--- src/core/cxs_pkg.sv ---
package cxs_pkg;

    // ------------------------------------------------------------
    // Widths and operand ranges.
    // ------------------------------------------------------------
    localparam int DATA_W = 8;
    localparam int ADDR_W = 7;

    // ------------------------------------------------------------
    // Direction-load operand codes.
    // ------------------------------------------------------------
    localparam logic [2:0] DIR_SEL_A = 3'h5;
    localparam logic [2:0] DIR_SEL_B = 3'h6;
    localparam logic [2:0] DIR_SEL_C = 3'h7;

    // ------------------------------------------------------------
    // Destination select values.
    // ------------------------------------------------------------
    localparam logic DEST_ACC = 1'h0;
    localparam logic DEST_FILE = 1'h1;

    // ------------------------------------------------------------
    // Reset values.
    // ------------------------------------------------------------
    localparam logic [7:0] ACC_RESET = 8'h00;
    localparam logic [7:0] DIR_RESET = 8'hff;
    localparam logic PD_RESET = 1'h1;
    localparam logic TO_RESET = 1'h1;

    // ------------------------------------------------------------
    // Operation codes handed in by the decoder.
    // ------------------------------------------------------------
    typedef enum logic [2:0] {
        CXS_OP_NONE = 3'h0,
        CXS_OP_SUB = 3'h1,
        CXS_OP_SUBB = 3'h2,
        CXS_OP_SWAP = 3'h3,
        CXS_OP_XORL = 3'h4,
        CXS_OP_XORF = 3'h5,
        CXS_OP_DIR = 3'h6,
        CXS_OP_HALT = 3'h7
    } cxs_op_t;

    // Core run state, Gray coded along run to halted.
    typedef enum logic [0:0] {
        CXS_RUN = 1'h0,
        CXS_HALTED = 1'h1
    } cxs_state_t;

endpackage : cxs_pkg

--- src/core/cxs_subtractor.sv ---
`timescale 1ns/10ps
// Subtracts b and a borrow from a, reporting no-borrow out of the
// low nibble and of the whole byte, as the carry flags expect.
module cxs_subtractor
#(
    parameter int W = 8
)
(
    input wire logic [W-1:0] i_a,
    input wire logic [W-1:0] i_b,
    input wire logic i_borrow,
    output logic [W-1:0] o_diff,
    output logic o_carry,
    output logic o_half
);
    logic [W:0] full;
    logic [4:0] low;

    // Adding the inverted operand plus one turns carry into not-borrow.
    always_comb
    begin
        full = {1'b0, i_a} + {1'b0, ~i_b} + {{W{1'b0}}, ~i_borrow};
        low = {1'b0, i_a[3:0]} + {1'b0, ~i_b[3:0]} + {4'h0, ~i_borrow};
        o_diff = full[W-1:0];
        o_carry = full[W];
        o_half = low[4];
    end
endmodule : cxs_subtractor

--- src/core/cxs_exec.sv ---
`timescale 1ns/10ps
// Operation
// - Destination bit picks accumulator or file.
// - Halt clears power-down flag, sets expiry flag.
// - Halt clears watchdog counter and prescaler.
// - Halt enters low power, stops oscillator.
// - Subtract gives file minus accumulator, flags.
// - Borrow subtract uses inverted carry as borrow.
// - Nibble exchange swaps halves, flags untouched.
// - Literal XOR to accumulator, zero flag only.
// - File XOR routed by destination, zero only.
// - Direction load: 5 A, 6 B, 7 C.
module cxs_exec
    import cxs_pkg::*;
(
    input wire logic i_clk,
    input wire logic i_resetn,
    input wire logic i_valid,
    input wire cxs_pkg::cxs_op_t i_op,
    input wire logic i_dest,
    input wire logic [cxs_pkg::ADDR_W-1:0] i_faddr,
    input wire logic [cxs_pkg::DATA_W-1:0] i_fdata,
    input wire logic [cxs_pkg::DATA_W-1:0] i_literal,
    input wire logic [2:0] i_dir_sel,
    input wire logic i_wake,
    output logic [cxs_pkg::DATA_W-1:0] o_acc,
    output logic o_file_we,
    output logic [cxs_pkg::ADDR_W-1:0] o_file_addr,
    output logic [cxs_pkg::DATA_W-1:0] o_file_wdata,
    output logic o_carry,
    output logic o_half_arith_out_flag,
    output logic o_zero,
    output logic o_power_down_flag,
    output logic o_expiry_status_flag,
    output logic o_watchdog_clear,
    output logic o_osc_stop,
    output logic o_halted,
    output logic [cxs_pkg::DATA_W-1:0] o_port_a_direction,
    output logic [cxs_pkg::DATA_W-1:0] o_port_b_direction,
    output logic [cxs_pkg::DATA_W-1:0] o_port_c_direction
);
    import cxs_pkg::*;

    // ------------------------------------------------------------
    // Arithmetic.
    // ------------------------------------------------------------
    logic [DATA_W-1:0] diff;
    logic sub_c;
    logic sub_dc;
    logic use_borrow;

    // Plain subtract runs with no borrow; the borrow form feeds ~C.
    assign use_borrow = (i_op == CXS_OP_SUBB) ? ~o_carry : 1'b0;

    cxs_subtractor #(
        .W(DATA_W)
    ) u_sub (
        .i_a(i_fdata),
        .i_b(o_acc),
        .i_borrow(use_borrow),
        .o_diff(diff),
        .o_carry(sub_c),
        .o_half(sub_dc)
    );

    // ------------------------------------------------------------
    // Next-state computation.
    // ------------------------------------------------------------
    cxs_state_t state;
    cxs_state_t next_state;
    logic [DATA_W-1:0] next_acc;
    logic next_file_we;
    logic [ADDR_W-1:0] next_file_addr;
    logic [DATA_W-1:0] next_file_wdata;
    logic next_carry;
    logic next_half;
    logic next_zero;
    logic next_pd;
    logic next_to;
    logic next_wdt_clr;
    logic [DATA_W-1:0] next_dir_a;
    logic [DATA_W-1:0] next_dir_b;
    logic [DATA_W-1:0] next_dir_c;
    logic [DATA_W-1:0] result;
    logic routed;
    logic go;
    logic next_halted;

    // Instructions are ignored while halted; only a wake resumes the core.
    always_comb
    begin
        go = i_valid && (state == CXS_RUN);
        next_state = state;
        next_acc = o_acc;
        next_file_we = 1'b0;
        next_file_addr = o_file_addr;
        next_file_wdata = o_file_wdata;
        next_carry = o_carry;
        next_half = o_half_arith_out_flag;
        next_zero = o_zero;
        next_pd = o_power_down_flag;
        next_to = o_expiry_status_flag;
        next_wdt_clr = 1'b0;
        next_dir_a = o_port_a_direction;
        next_dir_b = o_port_b_direction;
        next_dir_c = o_port_c_direction;
        result = diff;
        routed = 1'b0;
        case (state)
            CXS_RUN:
            begin
                if (go)
                begin
                    case (i_op)
                        CXS_OP_SUB, CXS_OP_SUBB:
                        begin
                            result = diff;
                            routed = 1'b1;
                            next_carry = sub_c;
                            next_half = sub_dc;
                            next_zero = (diff == 8'h00);
                        end
                        CXS_OP_SWAP:
                        begin
                            result = {i_fdata[3:0], i_fdata[7:4]};
                            routed = 1'b1;
                        end
                        CXS_OP_XORL:
                        begin
                            next_acc = o_acc ^ i_literal;
                            next_zero = ((o_acc ^ i_literal) == 8'h00);
                        end
                        CXS_OP_XORF:
                        begin
                            result = o_acc ^ i_fdata;
                            routed = 1'b1;
                            next_zero = (result == 8'h00);
                        end
                        CXS_OP_DIR:
                        begin
                            case (i_dir_sel)
                                DIR_SEL_A: next_dir_a = o_acc;
                                DIR_SEL_B: next_dir_b = o_acc;
                                DIR_SEL_C: next_dir_c = o_acc;
                                default: next_dir_a = o_port_a_direction;
                            endcase
                        end
                        CXS_OP_HALT:
                        begin
                            next_pd = 1'b0;
                            next_to = 1'b1;
                            next_wdt_clr = 1'b1;
                            next_state = CXS_HALTED;
                        end
                        default: next_state = state;
                    endcase
                    // The destination bit only applies to file-operand forms.
                    if (routed)
                    begin
                        if (i_dest == DEST_FILE)
                        begin
                            next_file_we = 1'b1;
                            next_file_addr = i_faddr;
                            next_file_wdata = result;
                        end
                        else
                        begin
                            next_acc = result;
                        end
                    end
                end
            end
            CXS_HALTED:
            begin
                if (i_wake)
                begin
                    next_state = CXS_RUN;
                end
            end
            default: next_state = CXS_RUN;
        endcase
        // Halted level outputs follow the state that this edge will enter.
        next_halted = (next_state == CXS_HALTED);
    end

    // ------------------------------------------------------------
    // Registers.
    // ------------------------------------------------------------
    // Direction registers reset to all inputs, the safe pin state.
    always_ff @(posedge i_clk or negedge i_resetn)
    begin
        if (!i_resetn)
        begin
            state <= CXS_RUN;
            o_acc <= ACC_RESET;
            o_file_we <= 1'b0;
            o_file_addr <= '0;
            o_file_wdata <= '0;
            o_carry <= 1'b0;
            o_half_arith_out_flag <= 1'b0;
            o_zero <= 1'b0;
            o_power_down_flag <= PD_RESET;
            o_expiry_status_flag <= TO_RESET;
            o_watchdog_clear <= 1'b0;
            o_osc_stop <= 1'b0;
            o_halted <= 1'b0;
            o_port_a_direction <= DIR_RESET;
            o_port_b_direction <= DIR_RESET;
            o_port_c_direction <= DIR_RESET;
        end
        else
        begin
            state <= next_state;
            o_acc <= next_acc;
            o_file_we <= next_file_we;
            o_file_addr <= next_file_addr;
            o_file_wdata <= next_file_wdata;
            o_carry <= next_carry;
            o_half_arith_out_flag <= next_half;
            o_zero <= next_zero;
            o_power_down_flag <= next_pd;
            o_expiry_status_flag <= next_to;
            o_watchdog_clear <= next_wdt_clr;
            o_osc_stop <= next_halted;
            o_halted <= next_halted;
            o_port_a_direction <= next_dir_a;
            o_port_b_direction <= next_dir_b;
            o_port_c_direction <= next_dir_c;
        end
    end
endmodule : cxs_exec

--- config.mk ---
export PLATFORM = sky130hd
export DESIGN_NAME = cxs_exec
export DESIGN_NICKNAME = d
export VERILOG_FILES = /design/src/core/cxs_pkg.sv /design/src/core/cxs_subtractor.sv /design/src/core/cxs_exec.sv
export SDC_FILE = /design/constraint.sdc
export NUM_CORES = 1
export LEC_CHECK = 0
export BUFFER_PORTS_ARGS = -buffer_cell sky130_fd_sc_hd__buf_4
export CORE_MARGIN = 10
export CORE_UTILIZATION = 45
export CTS_BUF_LIST = sky130_fd_sc_hd__clkbuf_16
export CTS_CLUSTER_DIAMETER = 80
export CTS_CLUSTER_SIZE = 25
export DETAILED_ROUTE_END_ITERATION = 16
export GPL_ROUTABILITY_DRIVEN = 1
export PLACE_DENSITY = 0.73
export SYNTH_ARGS = -nofsm -noshare
export SYNTH_HDL_FRONTEND = slang
export SYNTH_SLANG_ARGS = --single-unit
--- constraint.sdc ---
create_clock -name i_clk -period 4.3 [get_ports i_clk]
set_input_delay 0.215 -clock i_clk [delete_from_list [all_inputs] [get_ports i_clk]]
set_output_delay 0.215 -clock i_clk [all_outputs]
set_load 0.005 [all_outputs]
* Word level (Yosys, flattened, before mapping)
Cells that the tools add are included.
Storage, ports and cells: flip-flop bits (word level) 54
Operators by class: reduce and logical (&&, ||, !) cells 15, mux-type cells 18, add/subtract/negate cells 4, bitwise operators 7, equal/unequal tests 10
Operators with widths (number):
- $logic_not 8->1 | 3
- $mux 8 | 3
- $eq 3x3->1 const B | 7
- $pmux 8 s2 | 1
- $reduce_and 4->1 | 4
- $xor 8x8->8 | 2
- $mux 1 | 12
- $add 8x8->9 | 1
- $add 9x1->9 | 1
- $reduce_and 3->1 | 3
- $not 8->8 | 1
- $eq 3x2->1 const B | 2
- $add 4x4->5 | 1
- $add 5x1->5 | 1
- $not 4->4 | 1
- $reduce_or 4->1 | 1
- $eq 3x1->1 const B | 1
- $not 1->1 | 3
- $pmux 1 s3 | 1
- $reduce_bool 3->1 | 1
- $pmux 1 s2 | 1
- $reduce_and 2->1 | 1
- $reduce_or 2->1 | 1
- $logic_and 1x1->1 | 1

* Longest topological paths before layout
word-level depth 8, mapped depth 10

* Cells and area by module
From an unflattened synthesis, not the netlist that was laid out.
Second synthesis, totals: cells, all modules 303, area, all modules 3314.4 µm²
By module, submodules not included:
- cxs_exec | cells an instance 256, area each 2947.8 µm², instances 1, sequential area each 1382.6 µm²
- cxs_subtractor | cells an instance 47, area each 366.6 µm², instances 1, sequential area each 0.0 µm²

* Worst setup path after synthesis
No wires, ideal clock.
path kind in2reg, from input i_op[0], to register o_acc[2] (netlist bit), data required time 4179 ps, data arrival time 2354 ps, path buffers 2, stages 10, slack 1825 ps, cells stage by stage buf_6 -> clkbuf_1 -> nor3_1 -> fa_1 -> fa_1 -> xor2_1 -> a211oi_1 -> a211oi_1 -> a21oi_1 -> o22a_1
On the way: word-level cells in the longest chain between the ends 7
RTL lines:
- from (decl) | line cxs_exec.sv:19 | input wire cxs_pkg::cxs_op_t i_op,
- $eq 3x2->1 | line cxs_exec.sv:53, cxs_exec.sv:114
- $mux 1 | line cxs_exec.sv:53 | assign use_borrow = (i_op == CXS_OP_SUBB) ? ~o_carry : 1'b0;
- $not 1->1 | line cxs_subtractor.sv:22 | full = {1'b0, i_a} + {1'b0, ~i_b} + {{W{1'b0}}, ~i_borrow};
- $add 9x1->9 | line cxs_subtractor.sv:22
- $pmux 8 s2 | line cxs_exec.sv:114 | case (i_op)
- $mux 8 | line cxs_exec.sv:160 | if (i_dest == DEST_FILE)
- $mux 8 (*) | line cxs_exec.sv:158 | if (routed)
- to (signal assigned) | line cxs_exec.sv:214 | o_acc <= next_acc;
- to (decl) | line cxs_exec.sv:26 | output logic [cxs_pkg::DATA_W-1:0] o_acc,
Mark *: on every way between the ends. The rest lies on a longest branch, timed or not. The select of a mux whose other input is x is not followed. A chain may end at the register's enable or synchronous reset.

* Final worst setup path
from register o_acc[0] (netlist bit), to register o_acc[2] (netlist bit)
On the way: word-level cells in the longest chain between the ends 6
RTL lines (line):
- $not 8->8 | cxs_subtractor.sv:22
- $add 8x8->9 | cxs_subtractor.sv:22
- $add 9x1->9 | cxs_subtractor.sv:22
- $pmux 8 s2 | cxs_exec.sv:114
- $mux 8 | cxs_exec.sv:160
- $mux 8 | cxs_exec.sv:158
No other way between the ends.

==> metrics.txt <==
number of max-cap violations=0; Worst VDD drop=roughly 0.26 mV; Skew-Pair Late Insertion Delay=slightly below 0.3 ns; Total Routing Usage GR=about 17%; Initial Util=between 40% and 50%; drt wl/cell=19.48 um; post-route ant nets=0; Diodes inserted=0; dpl hpwl=around 7.6 mm; maximum clock path buffer count=2; Final Max Slew Viols=0; ys flop type=dfrtp_1; unique cell type count in the Yosys netlist=between 60 and 70; CP Launch Type=flop; largest net degree at the start of global routing=55; first-pass GRT wire length=15.32 mm; GPL Wtd Cong=between 0.9 and 1; register area share after synthesis=a little over two fifths; Slew HR=a little over two fifths; I/O pins=90; final worst path period need=about 2.5 ns; synthesized flop and latch total=between 50 and 60; Largest stage delay, worst path=approximately 0.47 ns; crit end category=flop; Fmax achieved=between 300 and 400 MHz; final net count=439; critical path type=flop to flop; Die Height=between 100 and 150 um; FP Rows=30; synthesized area per cell=~10 um^2; worst hold path class=input port to flop; syn_nets=360; Post-synth EDFFs=0; Leak=1.864 nW; DR WL met3=approximately 810 um; crit share post-route=a little under 60%; Mapped Area=0.003211 mm^2; Fin. Hold Viols=0; wirelength, routed=about 9.6 mm; total global routing overflow=0; Die ar.=~0.011 mm^2; unrepaired setup endpoints after global routing=no; layout cells sized above 1=between 30% and 40%; main combinational cell family by area after synthesis=compound AO/OA/AOI/OAI gates; antenna violations before repair=0; synth warn=0; area growth from synthesis to layout=25.92%; P per Cell Area=585.3 mW/mm^2; post-synthesis simple-gate area fraction=between 10% and 20%; CP top delay family=adder cells; CP Cell Sequence=fa_1 > fa_1 > xor2_1 > a211oi_1 > a211oi_1 > a21oi_1 > o22a_1; clock skew=a little over 0.008 ns; Final Core Density=58.85%; CORE AREA=between 0.006 and 0.007 mm^2; CTS Sinks=54; Port-buffer cells=slightly below 90; XOR/XNOR share of the synthesized area=3.274%; mux cell area share after synthesis=roughly 8.8%; TritonCTS clock tree=yes; sum of negative setup slack=0 ns; FFs w/ async S/R, synth=100.0%; Final Setup Violations=0; drt pass-1 iters=4; routed vias=about 2.7k; Worst EP required=between 4 and 5 ns; Clock transition at path regs=about 0.07 ns; top cells by area, synth=dfrtp_1, dfstp_2, mux2_1; outcome=complete, no violations; DIE WIDTH=approximately 100 um; 1st-iter DRT viols=between 150 and 200; CP Max Fanout=7; slowest CP cell=fa_1; number of global-route vias before repair=between 2k and 3k; routed metal-1 wirelength=around 4.2 mm; area share of fa/ha/maj cells after synthesis=around 4.4%; share of Yosys cell area claimed by the top area cell type=a little under a quarter; vias per cell=approximately 5.5; CP Buf/Inv Count=0; clk root buf=clkbuf_16; compound-cell area share of the yosys netlist=between 10% and 20%; most numerous cell in the Yosys netlist=nand2_1; H-tree Lvls=2; Data arrival, critical path=roughly 2.7 ns; synth cell count leaders=nand2_1, dfrtp_1, dfstp_2, mux2_1, a21oi_1; Highest Signal Layer=met4; post-CTS setup buffers=0; DRC=0; Yosys top cell by area=dfrtp_1; CTS Buf Count=5; gate count after technology mapping=316; DR WL met2=4.433 mm; Worst Max-Slew Pin Slew=approximately 0.86 ns
kinds of logic (layout without fill, tap and decap cells):
group,after synthesis,after routing
compound gates,86,86
xor+xnor,12,12
fa+ha+maj,10,10
buf+inv,35,115
flops,54,54
mux,25,25
other cells,1,1
simple gates,93,93
worst reg2reg max path, cell delays in order, from the launching register on:
cell,delay [ns]
dfrtp_1,0.46
fa_1,0.47
fa_1,0.47
xor2_1,0.27
a211oi_1,0.08
a211oi_1,0.33
a21oi_1,0.11
o22a_1,0.22
final timing paths:
kind | start | end | slack [ns] | cells after the start
setup reg to reg | o_acc[0]$_DFFE_PN0P_ | o_acc[2]$_DFFE_PN0P_ | 1.77 | 7
hold / removal | i_wake | state$_DFF_PN0_ | 0.11 | 2
max in group asynchronous | i_resetn | o_acc[5]$_DFFE_PN0P_ | 3.35 | 2
hold reg to reg | o_port_c_direction[3]$_DFFE_PN1P_ | o_port_c_direction[3]$_DFFE_PN1P_ | 0.46 | 2
setup / recovery | o_acc[0]$_DFFE_PN0P_ | o_acc[2]$_DFFE_PN0P_ | 1.77 | 7
min in group asynchronous | i_resetn | o_file_addr[5]$_DFFE_PN0P_ | 0.51 | 2
state kept, by name (all words and copies together), names as in the netlist:
name	flops
o_file_addr	7
o_file_we	1
o_half_arith_out_flag	1
o_power_down_flag	1
o_port_c_direction	8
o_port_b_direction	8
o_carry	1
o_acc	8
o_zero	1
o_file_wdata	8
o_port_a_direction	8
state	1
o_watchdog_clear	1
report_power, final:
part	leakage, nW	total, W	internal [W]	switching (W)
Clock	0.0812	0.000457	0.000273	0.000184
Sequential	0.607	0.000840	0.000697	0.000144
Combinational	1.18	0.00107	0.000516	0.000553
Total	1.86	0.00237	0.00149	0.000880
metrics by stage:
step	hold WS, ns	total power, W	cell area, um^2	cells	worst slack (ns)
2_1_floorplan	-0.08059	0.001431	3211	316	1.825
3_3_place_gp	0.2959	0.001903	3866	483	1.663
3_5_place_dp	0.3008	0.001919	3866	483	1.578
4_1_cts	0.1017	0.002380	4043	492	1.782
5_1_grt	0.1064	0.002534	4043	492	1.617
6_report	0.1071	0.002366	4043	492	1.770
layer usage:
metal  track usage, %  up-vias
met5                0        -
met3            6.196        6
met4            3.976        0
li1                 -     1295
met1            22.42     1301
met2            26.72      105
area by class of cell:
class,instances,area (um^2)
clock inverters,3,41.29
well taps,96,120.1
multi-input cells,227,1632
clock buffers,5,125.1
inverters,17,63.81
repair buffers,90,678.2
fillers,628,2826
flip-flops and latches,54,1383
layout by cell type, fill, tap and decap left out, drive strengths merged, types with 2 or more instances in the layout:
master and n:
buf 89, nand2 31, dfrtp 29, dfstp 25, mux2 25, o21ai 22
a21oi 20, inv 18, nor2 14, xor2 10, nand3 9, ha 8
nand4 5, a31oi 5, o2bb2ai 5, clkbuf 5, nor4 4, o21a 4
nor3 4, nor2b 4, o22ai 3, a21o 3, and3b 3, or3 3
a22o 3, o22a 3, nor3b 3, and2 3, nand2b 2, nand3b 2
o211ai 2, xnor2 2, a22oi 2, o311a 2, o31ai 2, a211oi 2
fa 2, a21boi 2
repair_timing:
item	4_1_cts	5_1_grt
resized for setup	0	0
hold buffers	1	0
endpoints found under the setup margin	0	0
hold endpoints to repair	27	0
No activity file was read; power rests on OpenSTA's default activity.
